### src/include/teach_cfg_pkg.sv
// Constants, types and register map of the teach and output control block
//==========================================================================
// Summary of operation
// - Delivery state: both outputs one static point at range end, 400/1600 mm.
// - Yellow LED belongs to first output, blue to second; each shows it.
// - Hold of two seconds enters teach mode, first output, yellow at 1 Hz.
// - In teach mode a short press swaps outputs; selected LED blinks 1 Hz.
// - Hold 2 to 7 s teaches one point; 7 to 12 s a window.
// - Hold 7 to 12 s captures first window point; LEDs alternate 3 Hz.
// - After release stays in teach, still alternating, awaiting point two.
// - A short press captures point two and stores the window between both.
// - Window points at least 40 mm (short) or 160 mm (long) apart.
// - Failed teach: green and selected LED blink 8 Hz until a good teach or a hold over 12 s.
// - Factory function: first output normally open, second normally closed.
// - Hold over 12 s inverts selected function; output frozen meanwhile.
// - Inverting a function toggles that output to its opposite state.
// - During changeover LEDs alternate 3 Hz; then lit for open, dark closed.
// - Sync mode: up to six sensors fire together, about 20 ms added.
// - The sensors create the shared sync pulse themselves, no generator.
// - Multiplex: up to four sensors take turns; passive ones freeze outputs.
// - Multiplex response is n times single response plus 25 ms.
// - Button held over 5 s at power-on restores factory; fast blink after.
package teach_cfg_pkg;
  //==========================================================================
  // Clock and timebase
  localparam int MCLK_HZ = 20_000_000;
  localparam int MS_PER_S = 1000;
  localparam int CYC_PER_MS = MCLK_HZ / MS_PER_S;
  localparam int HW = 14;
  localparam int DW = 11;
  localparam int PW = 8;
  localparam int NVW = 48;
  localparam int MAX_SYNC = 6;
  localparam int MAX_MUX = 4;
  //==========================================================================
  // Button hold thresholds
  localparam int HOLD_TEACH_S = 2;
  localparam int HOLD_WIN_S = 7;
  localparam int HOLD_FLIP_S = 12;
  localparam int HOLD_FACT_S = 5;
  localparam logic [HW-1:0] TEACH_MS = HW'(HOLD_TEACH_S * MS_PER_S);
  localparam logic [HW-1:0] WIN_MS = HW'(HOLD_WIN_S * MS_PER_S);
  localparam logic [HW-1:0] FLIP_MS = HW'(HOLD_FLIP_S * MS_PER_S);
  localparam logic [HW-1:0] FACT_MS = HW'(HOLD_FACT_S * MS_PER_S);
  localparam logic [HW-1:0] SHOW_MS = 14'h07D0;
  localparam logic [HW-1:0] FACT_SHOW_MS = 14'h03E8;
  //==========================================================================
  // Blink rates
  localparam int SLOW_HZ = 1;
  localparam int MID_HZ = 3;
  localparam int FAST_HZ = 8;
  localparam int BL_SLOW = 0;
  localparam int BL_MID = 1;
  localparam int BL_FAST = 2;
  //==========================================================================
  // Distances in mm
  localparam logic [DW-1:0] SHORT_END_MM = 11'h190;
  localparam logic [DW-1:0] LONG_END_MM = 11'h640;
  localparam logic [DW-1:0] SHORT_LOW_MM = 11'h032;
  localparam logic [DW-1:0] LONG_LOW_MM = 11'h096;
  localparam logic [DW-1:0] SHORT_SEP_MM = 11'h028;
  localparam logic [DW-1:0] LONG_SEP_MM = 11'h0A0;
  localparam logic [1:0] NC_DEFAULT = 2'h2;
  //==========================================================================
  // Pulse scheduling in ms
  localparam logic [PW-1:0] MEAS_MS = 8'h19;
  localparam logic [PW-1:0] SYNC_DLY_MS = 8'h14;
  localparam logic [PW-1:0] MUX_GUARD_MS = 8'h19;
  localparam logic [1:0] MODE_ALONE = 2'h0;
  localparam logic [1:0] MODE_SYNC = 2'h1;
  localparam logic [1:0] MODE_MUX = 2'h2;
  //==========================================================================
  // Register map
  localparam int AW = 4;
  localparam logic [AW-1:0] REG_CTRL = 4'h0;
  localparam logic [AW-1:0] REG_STAT = 4'h4;
  localparam logic [AW-1:0] REG_PT1 = 4'h8;
  localparam logic [AW-1:0] REG_PT2 = 4'hC;
  localparam int CTRL_MODE_LSB = 0;
  localparam int CTRL_RANGE_BIT = 2;
  localparam int CTRL_SLOT_LSB = 3;
  localparam int CTRL_NET_LSB = 5;
  localparam logic [7:0] CTRL_RST = 8'h20;
  localparam int PT_HI_LSB = 16;
  localparam int STAT_ST_LSB = 8;
  //==========================================================================
  // Types
  typedef enum logic [7:0] {
    ST_INIT = 8'h01, ST_POR = 8'h02, ST_RUN = 8'h04, ST_SEL = 8'h08,
    ST_WIN = 8'h10, ST_FLIP = 8'h20, ST_ERR = 8'h40, ST_FACT = 8'h80
  } teach_st_t;
  typedef enum logic [1:0] {
    HC_SHORT = 2'h0, HC_ONE = 2'h1, HC_WIN = 2'h2, HC_LONG = 2'h3
  } hold_cls_t;
endpackage : teach_cfg_pkg

### src/rtl/teach_timebase.sv
// Millisecond tick and LED blink phase generator
`timescale 1ns/1ps
module teach_timebase #(
  parameter int CYC_PER_MS = teach_cfg_pkg::CYC_PER_MS
) (
  input wire logic mclk,
  input wire logic rst,
  output logic ms_tick,
  output logic [2:0] blink
);
  import teach_cfg_pkg::*;

  localparam int HALF_MS [3] = '{MS_PER_S / (2 * SLOW_HZ),
                                 MS_PER_S / (2 * MID_HZ),
                                 MS_PER_S / (2 * FAST_HZ)};

  generate
    if (CYC_PER_MS < 1 || CYC_PER_MS > 65535) begin : g_bad
      $error("CYC_PER_MS out of range");
    end
  endgenerate

  logic [15:0] div_ff;

  always_ff @(posedge mclk or posedge rst) begin
    if (rst) begin
      div_ff <= 16'h0000;
      ms_tick <= 1'b0;
    end else begin
      ms_tick <= (div_ff == 16'(CYC_PER_MS - 1));
      div_ff <= (div_ff == 16'(CYC_PER_MS - 1)) ? 16'h0000 : div_ff + 16'h0001;
    end
  end

  // One counter per rate, each toggling its phase at the half period
  genvar gi;
  generate
    for (gi = 0; gi < 3; gi++) begin : g_blink
      logic [9:0] cnt_ff;
      always_ff @(posedge mclk or posedge rst) begin
        if (rst) begin
          cnt_ff <= 10'h000;
          blink[gi] <= 1'b0;
        end else if (ms_tick) begin
          if (cnt_ff == 10'(HALF_MS[gi] - 1)) begin
            cnt_ff <= 10'h000;
            blink[gi] <= ~blink[gi];
          end else begin
            cnt_ff <= cnt_ff + 10'h001;
          end
        end
      end
    end
  endgenerate
endmodule : teach_timebase

### src/rtl/teach_output_ctrl.sv
// Teach button, indicator, output function and sync line control
`timescale 1ns/1ps
module teach_output_ctrl #(
  parameter int CYC_PER_MS = teach_cfg_pkg::CYC_PER_MS
) (
  input wire logic mclk,
  input wire logic rst,
  input wire logic button,
  input wire logic meas_valid,
  input wire logic meas_ok,
  input wire logic [teach_cfg_pkg::DW-1:0] meas_dist,
  input wire logic nvm_valid,
  input wire logic [teach_cfg_pkg::NVW-1:0] nvm_rd_data,
  input wire logic [teach_cfg_pkg::AW-1:0] reg_addr,
  input wire logic [31:0] reg_wdata,
  input wire logic reg_wr,
  input wire logic reg_rd,
  input wire logic shared_pulse_coord_line_in,
  output logic [31:0] reg_rdata,
  output logic tx_fire,
  output logic first_switch_output,
  output logic second_switch_output,
  output logic led_yellow,
  output logic led_blue,
  output logic led_green,
  output logic shared_pulse_coord_line_out,
  output logic shared_pulse_coord_line_oe,
  output logic nvm_wr,
  output logic [teach_cfg_pkg::NVW-1:0] nvm_wr_data
);
  import teach_cfg_pkg::*;

  generate
    if (CYC_PER_MS < 1) begin : g_bad
      $error("CYC_PER_MS must be positive");
    end
  endgenerate

  //==========================================================================
  // Timebase
  logic ms_tick;
  logic [2:0] blink;

  teach_timebase #(.CYC_PER_MS(CYC_PER_MS)) u_timebase (
    .mclk(mclk),
    .rst(rst),
    .ms_tick(ms_tick),
    .blink(blink)
  );

  //==========================================================================
  // Control register
  logic [7:0] ctrl_ff;
  logic [1:0] mode;
  logic range_long;
  logic [1:0] slot;
  logic [2:0] net;

  assign mode = ctrl_ff[CTRL_MODE_LSB +: 2];
  assign range_long = ctrl_ff[CTRL_RANGE_BIT];
  assign slot = ctrl_ff[CTRL_SLOT_LSB +: 2];
  assign net = ctrl_ff[CTRL_NET_LSB +: 3];

  always_ff @(posedge mclk or posedge rst) begin
    if (rst) begin
      ctrl_ff <= CTRL_RST;
    end else if (reg_wr && reg_addr == REG_CTRL) begin
      ctrl_ff <= reg_wdata[7:0];
    end
  end

  logic [DW-1:0] end_mm;
  logic [DW-1:0] low_mm;
  logic [DW-1:0] sep_mm;

  assign end_mm = range_long ? LONG_END_MM : SHORT_END_MM;
  assign low_mm = range_long ? LONG_LOW_MM : SHORT_LOW_MM;
  assign sep_mm = range_long ? LONG_SEP_MM : SHORT_SEP_MM;

  //==========================================================================
  // Button hold timing
  logic btn_prev_ff;
  logic [HW-1:0] hold_ff;
  logic rel;

  assign rel = btn_prev_ff & ~button;

  always_ff @(posedge mclk or posedge rst) begin
    if (rst) begin
      btn_prev_ff <= 1'b0;
      hold_ff <= '0;
    end else begin
      btn_prev_ff <= button;
      if (!button) begin
        hold_ff <= '0;
      end else if (ms_tick && hold_ff != '1) begin
        hold_ff <= hold_ff + 14'h0001;
      end
    end
  end

  function automatic logic hit(input logic [HW-1:0] x);
    return button && ms_tick && (hold_ff == x - 14'h0001);
  endfunction : hit

  function automatic hold_cls_t cls(input logic [HW-1:0] h);
    if (h < TEACH_MS) begin
      return HC_SHORT;
    end else if (h < WIN_MS) begin
      return HC_ONE;
    end else if (h < FLIP_MS) begin
      return HC_WIN;
    end
    return HC_LONG;
  endfunction : cls

  //==========================================================================
  // Latest measurement
  logic [DW-1:0] cur_d_ff;
  logic cur_ok_ff;
  logic active;
  logic meas_upd;

  // A passive sensor ignores echoes so its outputs stay frozen
  assign meas_upd = meas_valid & active;

  always_ff @(posedge mclk or posedge rst) begin
    if (rst) begin
      cur_d_ff <= '0;
      cur_ok_ff <= 1'b0;
    end else if (meas_upd) begin
      cur_d_ff <= meas_dist;
      cur_ok_ff <= meas_ok;
    end
  end

  function automatic logic in_rng(input logic [DW-1:0] d);
    return cur_ok_ff && d >= low_mm && d <= end_mm;
  endfunction : in_rng

  //==========================================================================
  // Teach state machine
  teach_st_t st_ff;
  teach_st_t nxt_st;
  logic sel_ff;
  logic nxt_sel;
  logic ign_ff;
  logic nxt_ign;
  logic [DW-1:0] p1_ff;
  logic [HW-1:0] tmr_ff;
  logic [DW-1:0] gap;
  logic ev_load;
  logic ev_fact;
  logic ev_one;
  logic ev_win1;
  logic ev_win2;
  logic ev_flip;

  assign gap = (p1_ff > cur_d_ff) ? p1_ff - cur_d_ff : cur_d_ff - p1_ff;

  always_comb begin
    nxt_st = st_ff;
    nxt_sel = sel_ff;
    nxt_ign = button ? ign_ff : 1'b0;
    ev_load = 1'b0;
    ev_fact = 1'b0;
    ev_one = 1'b0;
    ev_win1 = 1'b0;
    ev_win2 = 1'b0;
    ev_flip = 1'b0;
    case (st_ff)
      ST_INIT: begin
        ev_load = nvm_valid;
        ev_fact = ~nvm_valid;
        nxt_st = ST_POR;
      end
      ST_POR: begin
        if (!button) begin
          nxt_st = ST_RUN;
          if (rel && hold_ff > FACT_MS) begin
            ev_fact = 1'b1;
            nxt_st = ST_FACT;
          end
        end
      end
      ST_RUN: begin
        if (hit(TEACH_MS)) begin
          nxt_st = ST_SEL;
          nxt_sel = 1'b0;
          nxt_ign = 1'b1;
        end
      end
      ST_SEL, ST_ERR: begin
        if (!ign_ff && hit(FLIP_MS + 14'h0001)) begin
          ev_flip = 1'b1;
          nxt_st = ST_FLIP;
        end else if (!ign_ff && rel) begin
          case (cls(hold_ff))
            HC_SHORT: begin
              nxt_sel = ~sel_ff;
            end
            HC_ONE: begin
              if (in_rng(cur_d_ff)) begin
                ev_one = 1'b1;
                nxt_st = ST_RUN;
              end else begin
                nxt_st = ST_ERR;
              end
            end
            HC_WIN: begin
              if (in_rng(cur_d_ff)) begin
                ev_win1 = 1'b1;
                nxt_st = ST_WIN;
              end else begin
                nxt_st = ST_ERR;
              end
            end
            default: begin
            end
          endcase
        end
      end
      ST_WIN: begin
        if (rel && cls(hold_ff) == HC_SHORT) begin
          if (in_rng(cur_d_ff) && gap >= sep_mm) begin
            ev_win2 = 1'b1;
            nxt_st = ST_RUN;
          end else begin
            nxt_st = ST_ERR;
          end
        end
      end
      ST_FLIP: begin
        if (!button && tmr_ff == SHOW_MS) begin
          nxt_st = ST_RUN;
        end
      end
      ST_FACT: begin
        if (tmr_ff == FACT_SHOW_MS) begin
          nxt_st = ST_RUN;
        end
      end
      default: begin
        nxt_st = ST_RUN;
      end
    endcase
  end

  always_ff @(posedge mclk or posedge rst) begin
    if (rst) begin
      st_ff <= ST_INIT;
      sel_ff <= 1'b0;
      ign_ff <= 1'b0;
      p1_ff <= '0;
      tmr_ff <= '0;
    end else begin
      st_ff <= nxt_st;
      sel_ff <= nxt_sel;
      ign_ff <= nxt_ign;
      if (ev_win1) begin
        p1_ff <= cur_d_ff;
      end
      if (nxt_st != st_ff) begin
        tmr_ff <= '0;
      end else if (ms_tick && ((st_ff == ST_FLIP && !button) ||
                               st_ff == ST_FACT)) begin
        tmr_ff <= tmr_ff + 14'h0001;
      end
    end
  end

  //==========================================================================
  // Stored switching points and functions
  logic [DW-1:0] lo_ff [2];
  logic [DW-1:0] hi_ff [2];
  logic [1:0] win_ff;
  logic [1:0] nc_ff;
  logic save_req_ff;

  always_ff @(posedge mclk or posedge rst) begin
    if (rst) begin
      for (int i = 0; i < 2; i++) begin
        lo_ff[i] <= '0;
        hi_ff[i] <= SHORT_END_MM;
      end
      win_ff <= 2'h0;
      nc_ff <= NC_DEFAULT;
      save_req_ff <= 1'b0;
    end else begin
      save_req_ff <= ev_fact | ev_one | ev_win2 | ev_flip;
      if (ev_load) begin
        for (int i = 0; i < 2; i++) begin
          lo_ff[i] <= nvm_rd_data[24*i+13 +: DW];
          hi_ff[i] <= nvm_rd_data[24*i+2 +: DW];
          win_ff[i] <= nvm_rd_data[24*i+1];
          nc_ff[i] <= nvm_rd_data[24*i];
        end
      end else if (ev_fact) begin
        for (int i = 0; i < 2; i++) begin
          lo_ff[i] <= '0;
          hi_ff[i] <= end_mm;
        end
        win_ff <= 2'h0;
        nc_ff <= NC_DEFAULT;
      end else if (ev_one) begin
        lo_ff[sel_ff] <= '0;
        hi_ff[sel_ff] <= cur_d_ff;
        win_ff[sel_ff] <= 1'b0;
      end else if (ev_win2) begin
        lo_ff[sel_ff] <= (p1_ff < cur_d_ff) ? p1_ff : cur_d_ff;
        hi_ff[sel_ff] <= (p1_ff < cur_d_ff) ? cur_d_ff : p1_ff;
        win_ff[sel_ff] <= 1'b1;
      end else if (ev_flip) begin
        nc_ff[sel_ff] <= ~nc_ff[sel_ff];
      end
    end
  end

  // Storage write is one cycle after the change so the copy is settled
  always_ff @(posedge mclk or posedge rst) begin
    if (rst) begin
      nvm_wr <= 1'b0;
      nvm_wr_data <= '0;
    end else begin
      nvm_wr <= save_req_ff;
      if (save_req_ff) begin
        for (int i = 0; i < 2; i++) begin
          nvm_wr_data[24*i +: 24] <= {lo_ff[i], hi_ff[i], win_ff[i], nc_ff[i]};
        end
      end
    end
  end

  //==========================================================================
  // Switching outputs
  logic [1:0] out_ff;
  logic [1:0] freeze;

  function automatic logic det(input logic [DW-1:0] d,
                               input logic [DW-1:0] lo,
                               input logic [DW-1:0] hi,
                               input logic win);
    return win ? (d >= lo && d <= hi) : (d <= hi);
  endfunction : det

  always_comb begin
    freeze = 2'h0;
    if (st_ff == ST_FLIP ||
        ((st_ff == ST_SEL || st_ff == ST_ERR) && button)) begin
      freeze[sel_ff] = 1'b1;
    end
  end

  always_ff @(posedge mclk or posedge rst) begin
    if (rst) begin
      out_ff <= NC_DEFAULT;
    end else begin
      for (int i = 0; i < 2; i++) begin
        if (ev_flip && sel_ff == 1'(i)) begin
          out_ff[i] <= ~out_ff[i];
        end else if (meas_upd && !freeze[i]) begin
          out_ff[i] <= (meas_ok &&
                        det(meas_dist, lo_ff[i], hi_ff[i], win_ff[i])) ^
                       nc_ff[i];
        end
      end
    end
  end

  assign first_switch_output = out_ff[0];
  assign second_switch_output = out_ff[1];

  //==========================================================================
  // Indicators
  logic [1:0] nxt_ind;
  logic nxt_green;
  logic v;
  logic alt;

  always_comb begin
    nxt_ind = 2'h0;
    nxt_green = 1'b0;
    v = 1'b0;
    alt = 1'b0;
    case (st_ff)
      ST_SEL: begin
        alt = button && !ign_ff && cls(hold_ff) >= HC_WIN;
        v = blink[BL_SLOW];
      end
      ST_ERR: begin
        alt = button && !ign_ff && cls(hold_ff) >= HC_WIN;
        v = blink[BL_FAST];
        nxt_green = blink[BL_FAST];
      end
      ST_WIN: begin
        alt = 1'b1;
      end
      ST_FLIP: begin
        alt = button;
        v = ~nc_ff[sel_ff];
      end
      default: begin
      end
    endcase
    if (alt) begin
      v = blink[BL_MID];
      nxt_green = ~blink[BL_MID];
    end
    nxt_ind[sel_ff] = v;
    if (st_ff == ST_FACT) begin
      nxt_ind = {2{blink[BL_FAST]}};
      nxt_green = ~blink[BL_FAST];
    end else if (st_ff == ST_RUN || st_ff == ST_POR || st_ff == ST_INIT) begin
      nxt_ind = out_ff;
      nxt_green = cur_ok_ff;
    end
  end

  always_ff @(posedge mclk or posedge rst) begin
    if (rst) begin
      led_yellow <= 1'b0;
      led_blue <= 1'b0;
      led_green <= 1'b0;
    end else begin
      led_yellow <= nxt_ind[0];
      led_blue <= nxt_ind[1];
      led_green <= nxt_green;
    end
  end

  //==========================================================================
  // Transmit scheduling on the shared line (low is asserted)
  logic [PW-1:0] pc_ff;
  logic [PW-1:0] end_cnt;
  logic [PW-1:0] fire_pt;
  logic line_prev_ff;
  logic line_fall;
  logic pull;

  assign line_fall = line_prev_ff & ~shared_pulse_coord_line_in;

  always_comb begin
    end_cnt = MEAS_MS - 8'h01;
    fire_pt = 8'h00;
    pull = 1'b0;
    case (mode)
      MODE_SYNC: begin
        end_cnt = SYNC_DLY_MS + MEAS_MS - 8'h01;
        fire_pt = SYNC_DLY_MS;
        pull = ms_tick && pc_ff == end_cnt;
      end
      MODE_MUX: begin
        end_cnt = PW'(net) * MEAS_MS + MUX_GUARD_MS - 8'h01;
        fire_pt = PW'(slot) * MEAS_MS;
        pull = ms_tick && pc_ff == end_cnt && slot == 2'h0;
      end
      default: begin
      end
    endcase
  end

  // In multiplex mode only the own slot is an active phase
  assign active = (mode != MODE_MUX) ||
                  (pc_ff >= fire_pt && pc_ff < fire_pt + MEAS_MS);

  always_ff @(posedge mclk or posedge rst) begin
    if (rst) begin
      pc_ff <= '0;
      line_prev_ff <= 1'b1;
      tx_fire <= 1'b0;
      shared_pulse_coord_line_oe <= 1'b0;
      shared_pulse_coord_line_out <= 1'b0;
    end else begin
      line_prev_ff <= shared_pulse_coord_line_in;
      shared_pulse_coord_line_out <= 1'b0;
      tx_fire <= ms_tick && pc_ff == fire_pt;
      if (mode != MODE_ALONE && line_fall) begin
        pc_ff <= '0;
      end else if (ms_tick) begin
        pc_ff <= (pc_ff == end_cnt) ? '0 : pc_ff + 8'h01;
      end
      if (pull) begin
        shared_pulse_coord_line_oe <= 1'b1;
      end else if (ms_tick) begin
        shared_pulse_coord_line_oe <= 1'b0;
      end
    end
  end

  //==========================================================================
  // Register read port
  always_ff @(posedge mclk or posedge rst) begin
    if (rst) begin
      reg_rdata <= 32'h0000_0000;
    end else if (!reg_rd) begin
      reg_rdata <= 32'h0000_0000;
    end else begin
      case (reg_addr)
        REG_CTRL: reg_rdata <= {24'h00_0000, ctrl_ff};
        REG_STAT: reg_rdata <= {16'h0000, st_ff, 1'b0, sel_ff,
                                out_ff, win_ff, nc_ff};
        REG_PT1: reg_rdata <= {5'h00, hi_ff[0], 5'h00, lo_ff[0]};
        REG_PT2: reg_rdata <= {5'h00, hi_ff[1], 5'h00, lo_ff[1]};
        default: reg_rdata <= 32'h0000_0000;
      endcase
    end
  end
endmodule : teach_output_ctrl

### config.mk
export PLATFORM = sky130hd
export DESIGN_NAME = teach_output_ctrl
export DESIGN_NICKNAME = d
export VERILOG_FILES = /design/src/include/teach_cfg_pkg.sv /design/src/rtl/teach_timebase.sv /design/src/rtl/teach_output_ctrl.sv
export SDC_FILE = /design/constraint.sdc
export NUM_CORES = 1
export LEC_CHECK = 0
export BUFFER_PORTS_ARGS = -buffer_cell sky130_fd_sc_hd__buf_2
export CORE_MARGIN = 3
export CORE_UTILIZATION = 60
export CTS_CLUSTER_SIZE = 8
export DETAILED_ROUTE_END_ITERATION = 12
export GPL_ROUTABILITY_DRIVEN = 0
export GPL_TIMING_DRIVEN = 0
export PLACE_DENSITY = 0.91
export SLEW_MARGIN = 10
export SYNTH_ARGS = -nofsm -noshare
export SYNTH_HDL_FRONTEND = slang
export SYNTH_HIERARCHICAL = 1
export SYNTH_SLANG_ARGS = --single-unit
### constraint.sdc
create_clock -name mclk -period 18.1 [get_ports mclk]
set_input_delay 2.715 -clock mclk [delete_from_list [all_inputs] [get_ports mclk]]
set_output_delay 2.715 -clock mclk [all_outputs]
set_load 0.01 [all_outputs]
=== After elaboration in Yosys (flattened, before gate mapping) ===
Cells that the tools add are included.
W data, S select, Z words.

* Bits in registers: 266
* Latch bits: 0
* RAM bits: 0
* ROM bits: 0
* Input port bits: 104
* Output and inout port bits: 89
* Logic and storage cells: 326
* Memories kept: 0

* Add/sub/neg operators: 12
* $mul: 2
* Div/mod/pow operators: 0
* Order comparisons: 21
* Eq/ne operators: 37
* Shifts and indexed selects: 0
* Muxes and demuxes: 128
* Bitwise gates (word level): 25
* Reductions and logical operators: 64

{| class="wikitable"
|+ Operators with widths
! cell !! number
|-
| $mux W22 || 8
|-
| $pmux W27 S4 || 1
|-
| $mux W8 || 13
|-
| $bwmux W22 || 3
|-
| $mux W14 || 4
|-
| $pmux W8 S7 || 1
|-
| $mux W11 || 5
|-
| $mux W2 || 25
|-
| $mux W1 || 49
|-
| $logic_and A1 B1 Y1 || 35
|-
| $le A11 B11 Y1 || 3
|-
| $pmux W8 S2 || 2
|-
| $add A10 B1 Y10 const B || 3
|-
| $mux W10 || 3
|-
| $add A14 B1 Y14 const B || 2
|-
| $eq A14 B11 Y1 const B || 2
|-
| $mux W27 || 1
|-
| $eq A8 B8 Y1 || 3
|-
| $and A22 B22 Y22 || 1
|-
| $ge A11 B11 Y1 || 2
|-
| $ge A11 B8 Y1 || 2
|-
| $not A22 Y22 || 1
|-
| $sub A11 B11 Y11 || 2
|-
| $mux W7 || 3
|-
| other kinds (68) || 115
|}

=== Depth between registers and ports, before layout ===
* Word-level depth: 19
* Gate-level depth with buffers: 25
* Gate-level depth less buffers: 21

=== Cells and area by module ===
The synthesis kept the hierarchy.

{| class="wikitable"
|+ By module, submodules not included
! module !! times used !! cells each !! area an instance (µm²) !! seq. area each (µm²)
|-
| teach_output_ctrl || 1 || 1452 || 13568.0 || 5293.8
|-
| teach_timebase || 1 || 214 || 2314.7 || 1251.2
|}

=== Worst setup path after synthesis ===
OpenSTA, ideal clock, no wires.

* Path type: input-to-reg
* Start: input port button
* End: register tmr_ff[0]
* Library setup time: 0.121 ns
* Arrival: 4.675 ns
* Required time: 17.979 ns
* Path slack: 13.304 ns
* Stages on the path: 10
* Buffers on the path: 1
* Path through: nand4_1 or4_1 o21ai_2 o21ai_0 nor4b_1 nand2_1 and4_1 o21ai_2 buf_2 nor2_1

* Longest elaborated chain between the ends: 8
* Elaborated cells between the ends (all ways): 25
* Those cells by class: eq/ne: 1; mux: 9; bitwise: 2; reduce/logical: 13

{| class="wikitable"
|+ Ends and longest elaborated chain
! item !! RTL line !! RTL
|-
| start: declaration || teach_output_ctrl.sv:8 || <nowiki>input wire logic button,</nowiki>
|-
| $not A1 Y1 || teach_output_ctrl.sv:86 || <nowiki>assign rel = btn_prev_ff & ~button;</nowiki>
|-
| $and A1 B1 Y1 || teach_output_ctrl.sv:86 ||
|-
| $logic_and A1 B1 Y1 (on tied branches) || teach_output_ctrl.sv:197, teach_output_ctrl.sv:180 ||
|-
| $mux W8 (on tied branches) || teach_output_ctrl.sv:197, teach_output_ctrl.sv:180 ||
|-
| $mux W8 (on tied branches) || teach_output_ctrl.sv:194, teach_output_ctrl.sv:178 ||
|-
| $pmux W8 S7 || teach_output_ctrl.sv:171 || <nowiki>case (st_ff)</nowiki>
|-
| $ne A8 B8 Y1 || teach_output_ctrl.sv:263 || <nowiki>if (nxt_st != st_ff) begin</nowiki>
|-
| $mux W14 / $reduce_bool A2 Y1 (equally long branches) || n/a ||
|-
| end signal: assignment || teach_output_ctrl.sv:267 || <nowiki>tmr_ff <= tmr_ff + 14'h0001;</nowiki>
|-
| end: declaration || teach_output_ctrl.sv:150 || <nowiki>logic [HW-1:0] tmr_ff;</nowiki>
|}

Parallel ways exist; a longest one is shown, timed or not.
A chain may end at the register's enable or synchronous reset.

=== Final worst setup path ===
* Start: register cur_d_ff[8]
* End: register hi_ff[5] (netlist name)

* Longest elaborated chain between the ends: 11
* Elaborated cells between the ends (all ways): 26
* Those cells by class: add/sub: 2; order compare: 5; mux: 15; reduce/logical: 4

{| class="wikitable"
|+ Ends and longest elaborated chain
! item !! RTL line !! RTL
|-
| start: declaration || teach_output_ctrl.sv:119 || <nowiki>logic [DW-1:0] cur_d_ff;</nowiki>
|-
| start signal: assignment || teach_output_ctrl.sv:132 || <nowiki>cur_d_ff <= meas_dist;</nowiki>
|-
| parallel branches: the longest is 11 deep, another holds $sub A11 B11 Y11 || n/a ||
|-
| end signal: indexed assignment || teach_output_ctrl.sv:294 || <nowiki>hi_ff[i] <= nvm_rd_data[24*i+2 +: DW];</nowiki>
|-
| end signal: indexed assignment || teach_output_ctrl.sv:301 || <nowiki>hi_ff[i] <= end_mm;</nowiki>
|-
| end signal: indexed assignment || teach_output_ctrl.sv:307 || <nowiki>hi_ff[sel_ff] <= cur_d_ff;</nowiki>
|-
| end: declaration || teach_output_ctrl.sv:275 || <nowiki>logic [DW-1:0] hi_ff [2];</nowiki>
|}

Parallel ways; which one is timed is not known. The select of a mux whose other input is x is not followed.

==> impl_metrics.tcl <==
set metrics [dict create \
    crit_arrival_ns 5.94 \
    finalCriticalPeriod_ns 5.50 \
    ys.flop_type "dfrtp_1" \
    drt_wl_total_um 48200 \
    via_count 14600 \
    ys_seq_area_share_pct 41.2 \
    antenna_found_initial 0 \
    cp_slowest_cell "o41ai_4" \
    diodes 0 \
    area_growth_pct 14.9 \
    max_stage_delay_ns 0.74 \
    cts_hold_buf 0 \
    insertion_delay_ns 0.53 \
    power_uw 2120 \
    htree_levels 2 \
    cp_max_fo 10 \
    rsz0062_at_grt "no" \
    critPathCaptureType "flip-flop" \
    drt-initial-drc-count 1746 \
    postCtsSetupBuffers 0 \
    min_path_type "flip-flop to flip-flop" \
    async_reset_ff_share_pct 100 \
    grt_max_degree 117 \
    dpl_cell_area_um2 17200 \
    grt_first_pass_wirelength_um 75100 \
    syn_inst 1666 \
    wl_per_cell_um 21.7 \
    ys_types 91 \
    ys_ff_latch 261 \
    clockBufferDepth 3 \
    cp_cell_sequence "inv_1 -> ha_1 -> nand2_1 -> o21ai_0 -> nor3_1 -> nor2_1 -> mux2i_1 -> o221ai_1 -> xor2_1 -> ha_1 -> nor2_1 -> o21ai_0 -> o22ai_1 -> nand2_1 -> nor4_1 -> nor2_1 -> o41ai_4 -> o21ai_1 -> a22oi_1" \
    die_area_um2 28500 \
    ioPinCount 193 \
    hpwl_um 34200 \
    cts_tree "yes" \
    cts.sinks 261 \
    synthesis.area_um2 15900 \
    setup.worst_path.class "flip-flop to flip-flop" \
    max_freq_mhz 182 \
    core-area_um2 25600 \
    min_period_over_period_pct 30.4 \
    holdWs_ns 0.478 \
    final_max_slew_viol_count 0 \
    tightest_slew_ns 1.17 \
    ant_nets 0 \
    row_count 58 \
    layout.nets 2099 \
    p_leak_uw 0.00851 \
    finalSetupViolCount 0 \
    remaining_drc_errors 0 \
    die_width_um 169 \
    drive_gt1_share_pct 18.8 \
    slew_headroom_pct 21.6 \
    grt_pass1_vias 14300 \
    critPathLaunchType "flip-flop" \
    cpMostUsedCell "nor2_1" \
    syn_area_per_cell_um2 9.53 \
    power.density_nw_per_um2 116 \
    grt_overflow 0 \
    firstDrtPassIters 6 \
    fin_skew_ns 0.0221 \
    grt_util_all_layers_pct 32.8 \
    synth_edf_count 0 \
    crit_required_ns 18.54 \
    clk_pin_slew_worst_paths_ns 0.05 \
    status "finished clean" \
    cts_buffers 38 \
    start_util_pct 62.0 \
    die_y_um 169 \
    maxCapViolCount 0 \
    yosys_warnings 6 \
    clockRootBuffer "clkbuf_16" \
    routed_via_density 6.56 \
    finalInstanceArea_um2 18300 \
    tns_ns 0 \
    cts-resized-gates 0 \
    max-vdd-ir-drop_mv 0.122 \
    final_hold_viol_count 0 \
    io_buffers 162 \
]
==> per-layer routing <==
layer	vias up	global-route usage, %	routed length (um)
met3	265	7.54	5310
li1	6293	-	-
met5	-	0	0
met1	6975	39.3	17200
met4	0	17.1	2980
met2	1021	55.3	22700
==> final timing paths <==
| kind | cells after the start | startpoint | to | slack [ns] |
|---|---|---|---|---|
| setup / recovery | 19 | cur_d_ff[8]$_DFFE_PP0P_ | hi_ff[5]$_DFFE_PP0P_ | 12.60 |
| hold / removal | 1 | u_timebase/g_blink[0].cnt_ff[9]$_DFFE_PP0P_ | u_timebase/g_blink[0].cnt_ff[9]$_DFFE_PP0P_ | 0.48 |
| setup reg to reg | 19 | cur_d_ff[8]$_DFFE_PP0P_ | hi_ff[5]$_DFFE_PP0P_ | 12.60 |
| hold reg to reg | 1 | u_timebase/g_blink[0].cnt_ff[9]$_DFFE_PP0P_ | u_timebase/g_blink[0].cnt_ff[9]$_DFFE_PP0P_ | 0.48 |
| max in group asynchronous | 3 | rst | ctrl_ff[6]$_DFFE_PP0P_ | 14.68 |
| min in group asynchronous | 2 | rst | u_timebase/g_blink[2].cnt_ff[3]$_DFFE_PP0P_ | 2.23 |
==> power breakdown <==
part,total (uW),leakage (uW),switching [uW],internal [uW]
Sequential,819,0.00344,131,688
Combinational,656,0.00456,379,277
Clock,644,0.000513,252,392
==> sequential cells by signal, indices dropped and copies added, names as in the netlist, 11 cells and up <==
| signal | cells |
|---|---|
| u_timebase/div_ff | 16 |
| tmr_ff | 14 |
| p1_ff | 11 |
| u_timebase/g_blink.cnt_ff | 30 |
| hi_ff | 22 |
| nvm_wr_data | 48 |
| cur_d_ff | 11 |
| lo_ff | 22 |
| reg_rdata | 27 |
| hold_ff | 14 |
==> layout make-up <==
type	count	area, um2
plain buffers	76	358
clock buffers	50	1030
clock inverters	2	32.5
fillers	1707	7370
inverters	111	424
multi-input cells	1224	8590
flip-flops and latches	261	6550
well taps	330	413
repair buffers	164	858
==> cells by family (layout without fill, tap and decap cells) <==
family / count (synthesis) / after routing / synth area share [%]
other: 1 / 7 / 0.0236
flip-flops: 261 / 261 / 41.2
XOR/XNOR: 92 / 92 / 5.07
AND/OR/NAND/NOR: 543 / 543 / 17.2
adder cells (fa/ha/maj): 119 / 119 / 9.52
multiplexers: 95 / 95 / 6.58
buffers and inverters: 187 / 403 / 4.88
AO/OA/AOI/OAI: 368 / 368 / 15.6
==> cell usage in the layout (no fill, tap or decap), types with 11 or more instances in the layout <==
master / instances
a21o_1: 18
a21oi_1: 106
a22oi_1: 33
and2_1: 14
and3_1: 14
buf_2: 172
clkbuf_1: 63
clkbuf_16: 39
dfrtp_1: 250
dfstp_2: 11
ha_1: 116
inv_1: 109
mux2_2: 75
mux2i_1: 20
nand2_1: 136
nand2b_1: 25
nand3_1: 50
nand4_1: 28
nor2_1: 155
nor2b_1: 14
nor3_1: 26
nor4_1: 18
o211ai_1: 12
o21ai_0: 81
o2bb2ai_1: 12
xnor2_1: 51
xor2_1: 41
==> per-stage QoR <==
stage	util, %	setup slack (ns)	std cells
floorplan	-	9.64	1672
global placement	66.9	7.47	2164
detailed placement	67.1	12.61	2166
CTS	71.2	12.80	2218
global route	71.2	12.17	2218
finish	71.2	12.60	2218
==> Yosys cell counts, drive strengths merged (10+ instances only) <==
| cell type | instances | share of area [%] |
|---|---|---|
| nor3 | 27 | 0.88 |
| a211oi | 10 | 0.50 |
| nor4 | 21 | 1.0 |
| clkbuf | 53 | 1.3 |
| ha | 116 | 9.1 |
| o211ai | 13 | 0.65 |
| xor2 | 41 | 2.3 |
| dfstp | 11 | 1.8 |
| nand2 | 137 | 3.3 |
| nor2b | 14 | 0.55 |
| dfrtp | 250 | 39 |
| buf | 23 | 1.0 |
| xnor2 | 51 | 2.8 |
| a21o | 18 | 0.85 |
| a21oi | 107 | 3.4 |
| nand3 | 50 | 1.6 |
| and2 | 14 | 0.55 |
| mux2i | 20 | 1.3 |
| nor2 | 157 | 3.7 |
| inv | 111 | 2.6 |
| o21ai | 93 | 3.0 |
| a22oi | 33 | 1.6 |
| o2bb2ai | 22 | 1.6 |
| and3 | 14 | 0.55 |
| nand4 | 28 | 1.1 |
| mux2 | 75 | 5.3 |
| nand2b | 26 | 1.1 |
==> worst max-delay path: cells and delay by family, from the launching register on <==
kind,cells,cell delay (ns)
mux,1,0.26
compound gates,7,2.00
buf+inv,1,0.11
xor+xnor,1,0.16
flops,1,0.54
simple gates,7,1.67
fa+ha+maj,2,0.66
Power figures use the tool's default switching activity.
